--- src/verilog/sdc_pkg.sv ---
/*
 * Constants for the delta-sigma converter control block: register map,
 * field positions, reset values and decode tables.
 * Assumes a 32-bit Avalon-MM slave with word addressing by byte offset.
 */
package sdc_pkg;
	// Register byte offsets
	localparam logic [4:0] OFS_RES_LOW = 5'h00;
	localparam logic [4:0] OFS_RES_MID = 5'h04;
	localparam logic [4:0] OFS_RES_HIGH = 5'h08;
	localparam logic [4:0] OFS_CTL_MAIN = 5'h0C;
	localparam logic [4:0] OFS_CTL_MODE = 5'h10;
	localparam logic [4:0] OFS_CLK_SEL = 5'h14;
	// Main control fields
	localparam int FRST_BIT = 7;
	localparam int SLEEP_BIT = 6;
	localparam int PDN_BIT = 5;
	localparam int RATE_LSB = 2;
	localparam int REFSEL_BIT = 0;
	localparam logic [7:0] CTL_MAIN_MASK = 8'hFD;
	localparam logic [7:0] CTL_MAIN_RST = 8'h20;
	// Mode control fields
	localparam int MODE_LSB = 5;
	localparam int NBUF_BIT = 4;
	localparam int PBUF_BIT = 3;
	localparam int HOLD_BIT = 2;
	localparam int EOC_BIT = 1;
	localparam logic [7:0] CTL_MODE_MASK = 8'hFE;
	localparam logic [7:0] CTL_MODE_RST = 8'h00;
	// Clock select
	localparam logic [7:0] CLK_SEL_MASK = 8'h1F;
	localparam logic [7:0] CLK_SEL_RST = 8'h00;
	localparam logic [4:0] CLK_BYPASS = 5'h1F;
	// Decode constants
	localparam logic [5:0] DIV_SLOW = 6'h1E;
	localparam logic [5:0] DIV_FAST = 6'h0C;
	localparam logic [14:0] OSR_MAX = 15'h4000;
	localparam logic [23:0] SAT_POS = 24'h7FFFFF;
	localparam logic [23:0] SAT_NEG = 24'h800000;

	typedef enum logic [1:0] {
		SDC_OFF,
		SDC_SLEEP,
		SDC_FRST,
		SDC_RUN
	} sdc_mode_t;
endpackage : sdc_pkg

--- src/verilog/sdc_ctrl.sv ---
/*
 * Converter control and result logic: registers over Avalon-MM,
 * master clock divider, output-word timer, result hold and end flag.
 * Assumes the decimator delivers words synchronous to clk_i.
 */
`timescale 1ns/1ps
module sdc_ctrl #(
	parameter int DATA_W = 24
) (
	input wire logic clk_i, // System clock
	input wire logic rst_n_i, // Synchronous reset, active low
	input wire logic [4:0] avs_address_i, // Byte address
	input wire logic avs_read_i, // Read request
	input wire logic avs_write_i, // Write request
	input wire logic [31:0] avs_writedata_i, // Write data
	input wire logic [3:0] avs_byteenable_i, // Byte enables
	output logic [31:0] avs_readdata_o, // Read data
	output logic avs_waitrequest_o, // Wait request
	input wire logic [DATA_W+1:0] filt_data_i, // Filter word, signed, with headroom
	input wire logic filt_valid_i, // Filter word strobe
	output logic mclk_en_o, // Master clock tick
	output logic word_tick_o, // Output word due
	output logic filt_rst_o, // Decimator reset
	output logic amp_on_o, // Amplifier power
	output logic conv_on_o, // Converter power
	output logic ref_ext_o, // External reference chosen
	output logic pos_buf_o, // Positive ref buffer enable
	output logic neg_buf_o, // Negative ref buffer enable
	output logic low_lat_o, // Low-latency mode
	output logic [14:0] osr_o, // Oversampling ratio
	output logic irq_req_o // Conversion end request pulse
);
	// Elaboration-time refusal of unsupported result widths
	if (DATA_W != 24) begin : g_bad_width
		$error("sdc_ctrl supports only 24-bit results");
	end

	logic [7:0] main_reg;
	logic [7:0] mode_reg;
	logic [7:0] clk_reg;
	logic [23:0] result_reg;
	logic rd_done_reg;
	logic frst_seen_reg;
	logic [5:0] mdiv_reg;
	logic [5:0] adiv_reg;
	logic [24:0] word_cnt_reg;
	logic [24:0] word_len_next;
	logic adc_tick;
	logic eoc_set;
	logic wr_main;
	logic wr_mode;
	logic wr_clk;
	sdc_pkg::sdc_mode_t mode_now;

	function automatic logic [23:0] sat24(input logic [25:0] v);
		if (!v[25] && v[24:23] != 2'b00) return sdc_pkg::SAT_POS;
		if (v[25] && v[24:23] != 2'b11) return sdc_pkg::SAT_NEG;
		return v[23:0];
	endfunction : sat24

	// Operating mode; power-down dominates
	always_comb begin
		if (main_reg[sdc_pkg::PDN_BIT]) mode_now = sdc_pkg::SDC_OFF;
		else if (main_reg[sdc_pkg::SLEEP_BIT]) mode_now = sdc_pkg::SDC_SLEEP;
		else if (main_reg[sdc_pkg::FRST_BIT]) mode_now = sdc_pkg::SDC_FRST;
		else mode_now = sdc_pkg::SDC_RUN;
	end

	always_comb begin
		amp_on_o = 1'b0;
		conv_on_o = 1'b0;
		filt_rst_o = 1'b1;
		unique case (mode_now)
			sdc_pkg::SDC_OFF: begin
			end
			sdc_pkg::SDC_SLEEP: amp_on_o = 1'b1;
			sdc_pkg::SDC_FRST: begin
				amp_on_o = 1'b1;
				conv_on_o = 1'b1;
			end
			sdc_pkg::SDC_RUN: begin
				amp_on_o = 1'b1;
				conv_on_o = 1'b1;
				filt_rst_o = !frst_seen_reg;
			end
		endcase
	end

	assign ref_ext_o = main_reg[sdc_pkg::REFSEL_BIT];
	assign pos_buf_o = mode_reg[sdc_pkg::PBUF_BIT];
	assign neg_buf_o = mode_reg[sdc_pkg::NBUF_BIT];
	assign low_lat_o = mode_reg[sdc_pkg::MODE_LSB+2];
	assign osr_o = sdc_pkg::OSR_MAX >> main_reg[sdc_pkg::RATE_LSB +: 3];

	// Data arrives only after a completed filter reset pulse
	always_ff @(posedge clk_i) begin
		if (!rst_n_i) frst_seen_reg <= 1'b0;
		else if (mode_now == sdc_pkg::SDC_FRST) frst_seen_reg <= 1'b1;
		else if (mode_now == sdc_pkg::SDC_OFF) frst_seen_reg <= 1'b0;
	end

	// Master clock: system clock / 2 / (code+1), or bypass
	always_ff @(posedge clk_i) begin
		if (!rst_n_i) mdiv_reg <= 6'h00;
		else if (!conv_on_o || mclk_en_o) mdiv_reg <= 6'h00;
		else mdiv_reg <= mdiv_reg + 6'h01;
	end
	assign mclk_en_o = (clk_reg[4:0] == sdc_pkg::CLK_BYPASS) ? conv_on_o :
		(conv_on_o && mdiv_reg == {clk_reg[4:0], 1'b1});

	// Converter clock: master clock / 30 or / 12
	always_ff @(posedge clk_i) begin
		if (!rst_n_i || !conv_on_o) adiv_reg <= 6'h00;
		else if (adc_tick) adiv_reg <= 6'h00;
		else if (mclk_en_o) adiv_reg <= adiv_reg + 6'h01;
	end
	assign adc_tick = mclk_en_o &&
		adiv_reg == (mode_reg[sdc_pkg::MODE_LSB+1] ? sdc_pkg::DIV_FAST : sdc_pkg::DIV_SLOW)
		- 6'h01;

	// Word period in converter clocks: factor_a * ratio
	assign word_len_next = low_lat_o ? {10'h000, osr_o} : {9'h000, osr_o, 1'b0};
	always_ff @(posedge clk_i) begin
		if (!rst_n_i || filt_rst_o) word_cnt_reg <= 25'h0000000;
		else if (word_tick_o) word_cnt_reg <= 25'h0000000;
		else if (adc_tick) word_cnt_reg <= word_cnt_reg + 25'h0000001;
	end
	// Compare by magnitude so a shorter period set mid-count cannot wrap the counter
	assign word_tick_o = adc_tick && (word_cnt_reg >= word_len_next - 25'h0000001);

	// Result capture and end flag
	assign eoc_set = filt_valid_i && !filt_rst_o && !mode_reg[sdc_pkg::HOLD_BIT];
	always_ff @(posedge clk_i) begin
		if (!rst_n_i) result_reg <= 24'h000000;
		else if (eoc_set) result_reg <= sat24(filt_data_i);
	end
	always_ff @(posedge clk_i) begin
		if (!rst_n_i) irq_req_o <= 1'b0;
		else irq_req_o <= eoc_set;
	end

	// Register writes
	assign wr_main = avs_write_i && avs_byteenable_i[0] && avs_address_i == sdc_pkg::OFS_CTL_MAIN;
	assign wr_mode = avs_write_i && avs_byteenable_i[0] && avs_address_i == sdc_pkg::OFS_CTL_MODE;
	assign wr_clk = avs_write_i && avs_byteenable_i[0] && avs_address_i == sdc_pkg::OFS_CLK_SEL;

	always_ff @(posedge clk_i) begin
		if (!rst_n_i) main_reg <= sdc_pkg::CTL_MAIN_RST;
		else if (wr_main) main_reg <= avs_writedata_i[7:0] & sdc_pkg::CTL_MAIN_MASK;
	end
	always_ff @(posedge clk_i) begin
		if (!rst_n_i) mode_reg <= sdc_pkg::CTL_MODE_RST;
		else begin
			if (wr_mode) mode_reg <= avs_writedata_i[7:0] & sdc_pkg::CTL_MODE_MASK;
			if (eoc_set) mode_reg[sdc_pkg::EOC_BIT] <= 1'b1;
		end
	end
	always_ff @(posedge clk_i) begin
		if (!rst_n_i) clk_reg <= sdc_pkg::CLK_SEL_RST;
		else if (wr_clk) clk_reg <= avs_writedata_i[7:0] & sdc_pkg::CLK_SEL_MASK;
	end

	// Reads answer one cycle after request; writes take no wait
	always_ff @(posedge clk_i) begin
		if (!rst_n_i) rd_done_reg <= 1'b0;
		else rd_done_reg <= avs_read_i && !rd_done_reg;
	end
	assign avs_waitrequest_o = avs_read_i && !rd_done_reg;

	always_ff @(posedge clk_i) begin
		if (!rst_n_i) avs_readdata_o <= 32'h00000000;
		else if (avs_read_i && !rd_done_reg) begin
			unique case (avs_address_i)
				sdc_pkg::OFS_RES_LOW: avs_readdata_o <= {24'h000000, result_reg[7:0]};
				sdc_pkg::OFS_RES_MID: avs_readdata_o <= {24'h000000, result_reg[15:8]};
				sdc_pkg::OFS_RES_HIGH: avs_readdata_o <= {24'h000000, result_reg[23:16]};
				sdc_pkg::OFS_CTL_MAIN: avs_readdata_o <= {24'h000000, main_reg};
				sdc_pkg::OFS_CTL_MODE: avs_readdata_o <= {24'h000000, mode_reg};
				sdc_pkg::OFS_CLK_SEL: avs_readdata_o <= {24'h000000, clk_reg};
				default: avs_readdata_o <= 32'h00000000;
			endcase
		end
	end

	AST_HOLD_FREEZE: assert property (@(posedge clk_i) disable iff (!rst_n_i)
		mode_reg[sdc_pkg::HOLD_BIT] |=> $stable(result_reg))
		else $error("result changed while held");
	AST_HOLD_NO_IRQ: assert property (@(posedge clk_i) disable iff (!rst_n_i)
		mode_reg[sdc_pkg::HOLD_BIT] && !wr_mode |=> !irq_req_o)
		else $error("request raised while held");
	AST_EOC_SET: assert property (@(posedge clk_i) disable iff (!rst_n_i)
		eoc_set |=> mode_reg[sdc_pkg::EOC_BIT] && irq_req_o)
		else $error("end flag or request missing");
	AST_PDN_OFF: assert property (@(posedge clk_i) disable iff (!rst_n_i)
		main_reg[sdc_pkg::PDN_BIT] |-> !amp_on_o && !conv_on_o && !mclk_en_o)
		else $error("power-down not honoured");
	AST_SLEEP: assert property (@(posedge clk_i) disable iff (!rst_n_i)
		!main_reg[sdc_pkg::PDN_BIT] && main_reg[sdc_pkg::SLEEP_BIT] |-> amp_on_o && !conv_on_o)
		else $error("sleep mode wrong");
	AST_FRST: assert property (@(posedge clk_i) disable iff (!rst_n_i)
		mode_now == sdc_pkg::SDC_FRST |-> filt_rst_o && conv_on_o)
		else $error("filter reset mode wrong");
	AST_RUN_AFTER_PULSE: assert property (@(posedge clk_i) disable iff (!rst_n_i)
		mode_now == sdc_pkg::SDC_FRST ##1 mode_now == sdc_pkg::SDC_RUN |-> !filt_rst_o)
		else $error("filter not released after pulse");
	AST_RESERVED_ZERO: assert property (@(posedge clk_i) disable iff (!rst_n_i)
		!main_reg[1] && !mode_reg[0] && clk_reg[7:5] == 3'b000)
		else $error("unimplemented bit set");
	AST_SAT: assert property (@(posedge clk_i) disable iff (!rst_n_i)
		eoc_set && !filt_data_i[25] && filt_data_i[24] |=> result_reg == sdc_pkg::SAT_POS)
		else $error("positive saturation missing");
	AST_OSR: assert property (@(posedge clk_i) disable iff (!rst_n_i)
		main_reg[4:2] == 3'b111 |-> osr_o == 15'h0080)
		else $error("ratio decode wrong");
	AST_NEG_SAT: assert property (@(posedge clk_i) disable iff (!rst_n_i)
		eoc_set && filt_data_i[25] && !filt_data_i[24] |=> result_reg == sdc_pkg::SAT_NEG)
		else $error("negative saturation missing");
	AST_READ_WAIT: assert property (@(posedge clk_i) disable iff (!rst_n_i)
		avs_read_i && avs_waitrequest_o |=> !avs_waitrequest_o)
		else $error("read answer late");
	AST_WRITE_NOWAIT: assert property (@(posedge clk_i) disable iff (!rst_n_i)
		avs_write_i && !avs_read_i |-> !avs_waitrequest_o)
		else $error("write stalled");
	AST_READ_UPPER_ZERO: assert property (@(posedge clk_i) disable iff (!rst_n_i)
		avs_readdata_o[31:8] == 24'h000000)
		else $error("read data upper bits set");
	AST_OFF_NO_TICK: assert property (@(posedge clk_i) disable iff (!rst_n_i)
		!conv_on_o |-> !mclk_en_o && !word_tick_o)
		else $error("tick while converter halted");
	AST_BYPASS_TICK: assert property (@(posedge clk_i) disable iff (!rst_n_i)
		clk_reg[4:0] == sdc_pkg::CLK_BYPASS && conv_on_o |-> mclk_en_o)
		else $error("bypass clock missing");
	AST_MCLK_SPACING: assert property (@(posedge clk_i) disable iff (!rst_n_i)
		mclk_en_o && clk_reg[4:0] == 5'h00 && !wr_clk |=> !mclk_en_o)
		else $error("master clock faster than half");
	AST_IRQ_PULSE: assert property (@(posedge clk_i) disable iff (!rst_n_i)
		irq_req_o |-> $past(eoc_set))
		else $error("request without accepted word");
	AST_HOLD_EOC: assert property (@(posedge clk_i) disable iff (!rst_n_i)
		mode_reg[sdc_pkg::HOLD_BIT] && !wr_mode |=> $stable(mode_reg[sdc_pkg::EOC_BIT]))
		else $error("end flag changed while held");
	AST_PDN_REARM: assert property (@(posedge clk_i) disable iff (!rst_n_i)
		mode_now == sdc_pkg::SDC_OFF |=> filt_rst_o)
		else $error("filter not re-armed by power-down");
	AST_FRST_IGNORES: assert property (@(posedge clk_i) disable iff (!rst_n_i)
		filt_rst_o && filt_valid_i |=> $stable(result_reg))
		else $error("word taken during filter reset");
endmodule : sdc_ctrl

--- config.mk ---
export PLATFORM = sky130hd
export DESIGN_NAME = sdc_ctrl
export DESIGN_NICKNAME = d
export VERILOG_FILES = /design/src/verilog/sdc_pkg.sv /design/src/verilog/sdc_ctrl.sv
export SDC_FILE = /design/constraint.sdc
export NUM_CORES = 1
export LEC_CHECK = 0
export ABC_AREA = 1
export ABC_CLOCK_PERIOD_IN_PS = 2940
export BUFFER_PORTS_ARGS = -buffer_cell sky130_fd_sc_hd__clkbuf_2
export CAP_MARGIN = 20
export CORE_AREA = 4 4 110 112
export CTS_BUF_LIST = sky130_fd_sc_hd__clkbuf_8
export DETAILED_ROUTE_END_ITERATION = 10
export DIE_AREA = 0 0 114 116
export PLACE_DENSITY_LB_ADDON = 0.08
export SYNTH_ARGS = -nofsm -noshare
export SYNTH_HDL_FRONTEND = slang
export SYNTH_SLANG_ARGS = --single-unit
--- constraint.sdc ---
create_clock -name clk_i -period 2.94 [get_ports clk_i]
set_input_delay 0.441 -clock clk_i [delete_from_list [all_inputs] [get_ports clk_i]]
set_output_delay 0.441 -clock clk_i [all_outputs]
set_load 0.005 [all_outputs]
==> flow_metrics.env, run 1 <==
export IMPL_maxSlewHeadroom_pct=60.93
export IMPL_hpwl_um=11020
export IMPL_path_max_fanout=6
export IMPL_area_growth_pct=17.13
export IMPL_critPathKind="flop to primary output"
export IMPL_synth_area_leaders="dfxtp_1 34%, nand2_1 12%, o21ai_0 7.9%, a21oi_1 6.3%, nor2_1 6.1%"
export IMPL_fin_hold_ws_ns=0.2910
export IMPL_totalWireLength_um=14430
export IMPL_critPathMostFrequentCell="nand2_1"
export IMPL_largest_register_ffs=25
export IMPL_ant_nets=0
export IMPL_vias_per_cell=5.106
export IMPL_syn_inst=807
export IMPL_port_buffer_count=71
export IMPL_worst_pin_slew_ns=0.5838
export IMPL_vias=5377
export IMPL_worst_setup_path_start_kind="flop"
export IMPL_clockBufferDepth=2
export IMPL_endpoint_kind="primary output"
export IMPL_fin_skew_ns=0.01221
export IMPL_grt_max_degree=43
export IMPL_rows=39
export IMPL_cts_sinks=91
export IMPL_numCtsBuffers=9
export IMPL_cp_top_family="simple AND/OR/NAND/NOR gates"
export IMPL_seq_area_frac_synth_pct=33.56
export IMPL_grt_antenna_before_repair=0
export IMPL_synth_area_sq_um=5428
export IMPL_slowest_stage="dfxtp_4"
export IMPL_async_flop_share_pct=0
export IMPL_drv_cap=0
export IMPL_synth_top_area_share_pct=33.56
export IMPL_synth_seq_cells=91
export IMPL_start_util_pct=48.36
export IMPL_worst_skew_pair_late_latency_ns=0.38
export IMPL_drc=0
export IMPL_synth_edff_count=0
export IMPL_num_fill_cells=1118
export IMPL_diodes=0
export IMPL_clkTransAtPathRegs_ns=0.09
export IMPL_power_density_nw_per_um2=357.4
export IMPL_first_iter_violations=315
export IMPL_core_area_sq_um=11220
export IMPL_regArea_sq_um=1834
export IMPL_yosysWarnings=0
export IMPL_grt_total_usage_pct=22.33
export IMPL_grt_pass1_vias=5059
export IMPL_hp_class="primary input to flop"
export IMPL_p_leak_uw=0.002672
export IMPL_arrival_ns=2.69
export IMPL_finalSetupViolations=1
export IMPL_irDropWorstVdd_mv=0.2789
export IMPL_setup_ws_ns=-0.1941
export IMPL_max_freq_mhz=319.1
export IMPL_crit_chain="nand2_4 -> nor2_4 -> nand2_2 -> ha_2 -> inv_2 -> nor2_4 -> buf_4 -> nand2_1 -> nand2_1 -> nand2_1 -> inv_1 -> ha_1 -> nand2_1 -> nor2_2 -> nand3_1 -> nor2_1 -> nand2_1 -> nand3_2 -> nand2_2 -> inv_2 -> clkbuf_2"
export IMPL_stdcell_count=1053
export IMPL_fin_crit_ns=3.134
export IMPL_status="finished, violations left"
export IMPL_finalMaxSlewViolations=0
export IMPL_synthFlopType="dfxtp_1"
export IMPL_cpPeakStageDelay_ns=0.41
export IMPL_wl_per_cell_um=13.70
export IMPL_period_share_pct=106.6
export IMPL_dieHeight_um=116
export IMPL_cts_tree="built"
export IMPL_synth_cell_types=40
export IMPL_gp_congestion=0.8712
export IMPL_ys_top_cells_by_count="171 x nand2_1, 91 x dfxtp_1, 88 x nor2_1"
export IMPL_finalHoldViolCount=0
export IMPL_dieWidth_um=114
export IMPL_root_buffer="clkbuf_8"
export IMPL_critPathBufInv=5
export IMPL_synth_most_common_cell="nand2_1"
export IMPL_yosysTopAreaCell="dfxtp_1"
export IMPL_dr_pass1_iters=7
export IMPL_die_area_sq_um=13220
export IMPL_multi_input_area_sq_um=3219
export IMPL_rsz0062_at_grt="yes"
export IMPL_drive_gt1_share_pct=18.46
export IMPL_violations="setup timing"
export IMPL_syn_avg_cell_area_sq_um=6.726
export IMPL_grt_pass1_wl_um=23570
export IMPL_ios=130
export IMPL_nets=999
export IMPL_h_tree_depth=3
export IMPL_dp_cells=1029
export IMPL_overflow=0
export IMPL_hold_buffers=0
export IMPL_critical_path_required_ns=2.50
-- layout make-up --
type | count | area share (%)
Clock buffer | 11 | 2.381
Clock inverter | 5 | 0.9644
Inverter | 85 | 5.097
Multi-Input combinational cell | 616 | 50.64
Sequential cell | 91 | 28.85
Tap cell | 143 | 2.814
Timing Repair Buffer | 102 | 9.250
-- worst min-delay path, cell delays in order --
cell and delay (ns):
clkbuf_2 0.09, nand2_1 0.05, o211ai_1 0.06
-- metrics by stage --
| step | setup slack [ns] | utilization, % | TNS, ns | instance area (sq um) | total power (uW) |
|---|---|---|---|---|---|
| 6_report | -0.1941 | 56.64 | -0.1941 | 6357 | 2272 |
| 3_3_place_gp | -0.09326 | 52.94 | -1.395 | 5942 | 1395 |
| 2_1_floorplan | 0.1207 | - | 0 | 5570 | 1368 |
| 3_5_place_dp | -0.1418 | 52.94 | -2.843 | 5942 | 1396 |
| 5_1_grt | -0.4333 | 56.64 | -0.4333 | 6357 | 2367 |
| 4_1_cts | -0.2296 | 55.86 | -0.2296 | 6270 | 2297 |
-- cells in the final DEF (no fill, tap or decap), types with 2 or more instances in the layout --
cell type | synthesis | routed
a21o_1 | 2 | 2
a21oi_1 | 68 | 68
buf_4 | 32 | 31
clkbuf_2 | 0 | 71
clkbuf_8 | 0 | 11
clkinv_1 | 2 | 2
clkinvlp_4 | 0 | 3
conb_1 | 2 | 40
dfxtp_1 | 91 | 87
dfxtp_4 | 0 | 3
ha_1 | 22 | 20
inv_1 | 79 | 75
inv_2 | 4 | 6
inv_4 | 0 | 2
nand2_1 | 171 | 165
nand2_2 | 4 | 9
nand3_1 | 65 | 62
nand3_2 | 1 | 3
nand3_4 | 2 | 3
nand3b_1 | 3 | 3
nand4_1 | 8 | 8
nor2_1 | 88 | 82
nor2_2 | 2 | 5
nor2_4 | 3 | 6
nor3_1 | 14 | 11
nor3_2 | 1 | 3
nor3_4 | 1 | 2
o211ai_1 | 2 | 2
o21ai_0 | 86 | 79
o21ai_1 | 0 | 5
o21ai_2 | 0 | 2
xnor2_1 | 4 | 4
xor2_1 | 19 | 19
-- worst paths after layout --
check	startpoint	end	slack, ns	cells after the start
min	avs_writedata_i[5]	main_reg[5]	0.29	3
min reg2reg	avs_readdata_o[1]	avs_readdata_o[1]	0.48	2
max reg2reg	main_reg[3]	word_cnt_reg[19]	0.26	23
max	main_reg[3]	word_tick_o	-0.19	21
-- power breakdown --
part	switching (uW)	internal, uW	total (uW)
logic	88.2	50.1	138
registers	2.57	1230	1230
clock network	459	440	899
-- repair_timing --
action,4_1_cts,5_1_grt
pin swaps,8,13
setup endpoints to repair,25,25
buffers inserted,5,3
gates resized for setup,32,17
-- per-layer routing --
layer  vias up  share of wire, %  track usage, %  wire (um)
met5         -                 0               0          0
met4         0               3.9           12.51        569
met3        37               4.2           3.551        609
met2       145                49           37.59       7024
met1      2434                43           27.25       6223
li1       2761                 -               -          -
-- cells by family after synthesis --
| group | Yosys count | share of synthesized area (%) |
|---|---|---|
| buffers and inverters | 138 | 12.06 |
| AND/OR/NAND/NOR | 367 | 29.74 |
| other | 2 | 0.1384 |
| adder cells (fa/ha/maj) | 22 | 5.071 |
| AO/OA/AOI/OAI | 164 | 15.72 |
| XOR/XNOR | 23 | 3.711 |
| flip-flops | 91 | 33.56 |
(Power assumes the default switching activity.)
==> inputs of run 2 (changes only) <==
- SKIP_CTS_REPAIR_TIMING: not set -> 1
- SKIP_LAST_GASP: not set -> 1
==> run 2 against run 1 <==
  * The run still ends with setup timing left
  * Combinational power about the same
  * Highest routed layer unchanged
  * Critical endpoint unchanged
  * Clock skew is essentially flat
  * Setup slack about the same
  * Power grew 0.20%
  * Largest power group unchanged
==> flow_metrics.env, run 2 (synthesis gave the netlist of run 1 again) <==
export IMPL_status="finished, violations left"
export IMPL_violations="setup timing"
export IMPL_finalSetupViolations=1
export IMPL_power_density_nw_per_um2=359.9
export IMPL_critical_path_required_ns=2.50
export IMPL_fin_skew_ns=0.01262
export IMPL_worst_setup_path_start_kind="flop"
export IMPL_hp_start="avs_writedata_i[5]"
export IMPL_grt_busiest_layer="met2"
export IMPL_rows=39
export IMPL_root_buffer="clkbuf_8"
export IMPL_p_int_uw=1722
export IMPL_global_route_usage_met3_pct=3.551
export IMPL_r2r_slack_ns=0.30
export IMPL_ios=130
export IMPL_nets=995
export IMPL_period_share_pct=106.6
export IMPL_numCtsBuffers=9
export IMPL_dp_cells=1029
export IMPL_drive_gt1_share_pct=17.77
export IMPL_area_growth_pct=16.53
export IMPL_vias=5380
export IMPL_wl_per_cell_um=13.64
export IMPL_hp_class="primary input to flop"
export IMPL_reg2reg_to="word_cnt_reg[3]"
export IMPL_cp_endpoint="word_tick_o"
export IMPL_slowest_stage="dfxtp_4"
export IMPL_use_met2_pct=37.20
export IMPL_swShare_pct=24.36
export IMPL_diodes=0
export IMPL_start_util_pct=48.36
export IMPL_grt_max_degree=43
export IMPL_layout_commonest_cell="nand2_1"
export IMPL_final_cell_mix="167 x nand2_1, 87 x dfxtp_1, 82 x nor2_1"
export IMPL_cpPeakStageDelay_ns=0.39
export IMPL_p_leak_uw=0.002658
export IMPL_core_area_sq_um=11220
export IMPL_drc=0
export IMPL_clkTransAtPathRegs_ns=0.09
export IMPL_drv_cap=0
export IMPL_port_buffer_count=71
export IMPL_dieWidth_um=114
export IMPL_irDropWorstVdd_mv=0.2816
export IMPL_vias_per_cell=5.129
export IMPL_worst_skew_pair_late_latency_ns=0.38
export IMPL_die_area_sq_um=13220
export IMPL_regArea_sq_um=1834
export IMPL_crit_chain="nand2_4 -> nor2_4 -> o21ai_2 -> ha_2 -> inv_2 -> nor2_4 -> nand3b_1 -> o21ai_1 -> nand2_1 -> ha_4 -> nand2_2 -> nor2_2 -> nand3_1 -> nor2_1 -> nand2_1 -> nand3_2 -> nand2_2 -> inv_1 -> clkbuf_2"
export IMPL_cts_sinks=91
export IMPL_final_util_pct=56.35
export IMPL_endpoint_kind="primary output"
export IMPL_rsz0062_at_grt="yes"
export IMPL_max_freq_mhz=319.1
export IMPL_hold_path_depth=3
export IMPL_seqPwrFrac_pct=54.2
export IMPL_dieHeight_um=116
export IMPL_grt_total_usage_pct=22.07
export IMPL_grt_pass1_wl_um=23300
export IMPL_p_sw_uw=554.6
export IMPL_grt_pass1_vias=5014
export IMPL_maxSlewHeadroom_pct=60.38
export IMPL_arrival_ns=2.69
export IMPL_gp_congestion=0.8712
export IMPL_setup_ws_ns=-0.1936
export IMPL_fin_crit_ns=3.134
export IMPL_regToRegStartpoint="main_reg[3]"
export IMPL_first_iter_violations=325
export IMPL_h_tree_depth=3
export IMPL_r2r_cells=20
export IMPL_dr_pass1_iters=5
export IMPL_multi_input_area_sq_um=3213
export IMPL_stdcell_count=1049
export IMPL_cp_startpoint="main_reg[3]"
export IMPL_totalWireLength_um=14310
export IMPL_finalHoldViolCount=0
export IMPL_largest_register_ffs=25
export IMPL_grt_antenna_before_repair=0
export IMPL_cts_tree="built"
export IMPL_met1_usage_pct=26.98
export IMPL_hpwl_um=11020
export IMPL_power_frac_clock_pct=39.7
export IMPL_num_fill_cells=1124
export IMPL_ant_nets=0
export IMPL_path_max_fanout=6
export IMPL_overflow=0
export IMPL_critPathKind="flop to primary output"
export IMPL_worst_pin_slew_ns=0.5921
export IMPL_clockBufferDepth=2
export IMPL_combPwrFrac_pct=6.1
export IMPL_finalMaxSlewViolations=0
## run 2: critical path: cells and delay by family, from the launching register on
family | cells | cell delay [ns]
DFF | 1 | 0.39
adders and majority gates | 2 | 0.46
buffers and inverters | 3 | 0.20
AOI/OAI and AO/OA | 2 | 0.25
and+or+nand+nor | 12 | 0.99
## run 2: cell type report
class                           count  share of cell area, %
Tap cell                          143                  2.829
Clock inverter                      5                 0.9693
Timing Repair Buffer               98                  8.882
Inverter                           85                  5.124
Clock buffer                       11                  2.394
Sequential cell                    91                  29.00
Multi-Input combinational cell    616                  50.80
## run 2: routing by layer
layer  wire, um  vias up
li1           -     2756
met1       6182     2456
met2       6991      134
met3        615       34
met4        520        0
met5          0        -
## run 2: power groups by stage
stage	logic (uW)	clock network [uW]	registers [uW]
2_1_floorplan	103	0	1260
3_3_place_gp	129	0	1270
3_5_place_dp	131	0	1270
4_1_cts	131	929	1240
5_1_grt	159	972	1230
6_report	138	904	1230
## run 2: stage by stage
stage / setup TNS (ns) / power, uW / cell area, sq um / hold WS [ns] / setup WS, ns
finish: -0.1936 / 2276 / 6325 / 0.2942 / -0.1936
global route: -0.4442 / 2366 / 6325 / 0.3226 / -0.4442
CTS: -3.591 / 2296 / 6155 / 0.2746 / -0.5728
detailed placement: -2.843 / 1396 / 5942 / 0.4551 / -0.1418
global placement: -1.395 / 1395 / 5942 / 0.4447 / -0.09326
floorplan: 0 / 1368 / 5570 / 0.4303 / 0.1207
## run 2: worst min path at each step
| stage | end |
|---|---|
| global placement | result_reg[23] |
| finish | main_reg[5] |
| detailed placement | result_reg[23] |
| floorplan | result_reg[23] |
| global route | main_reg[5] |
| CTS | main_reg[5] |
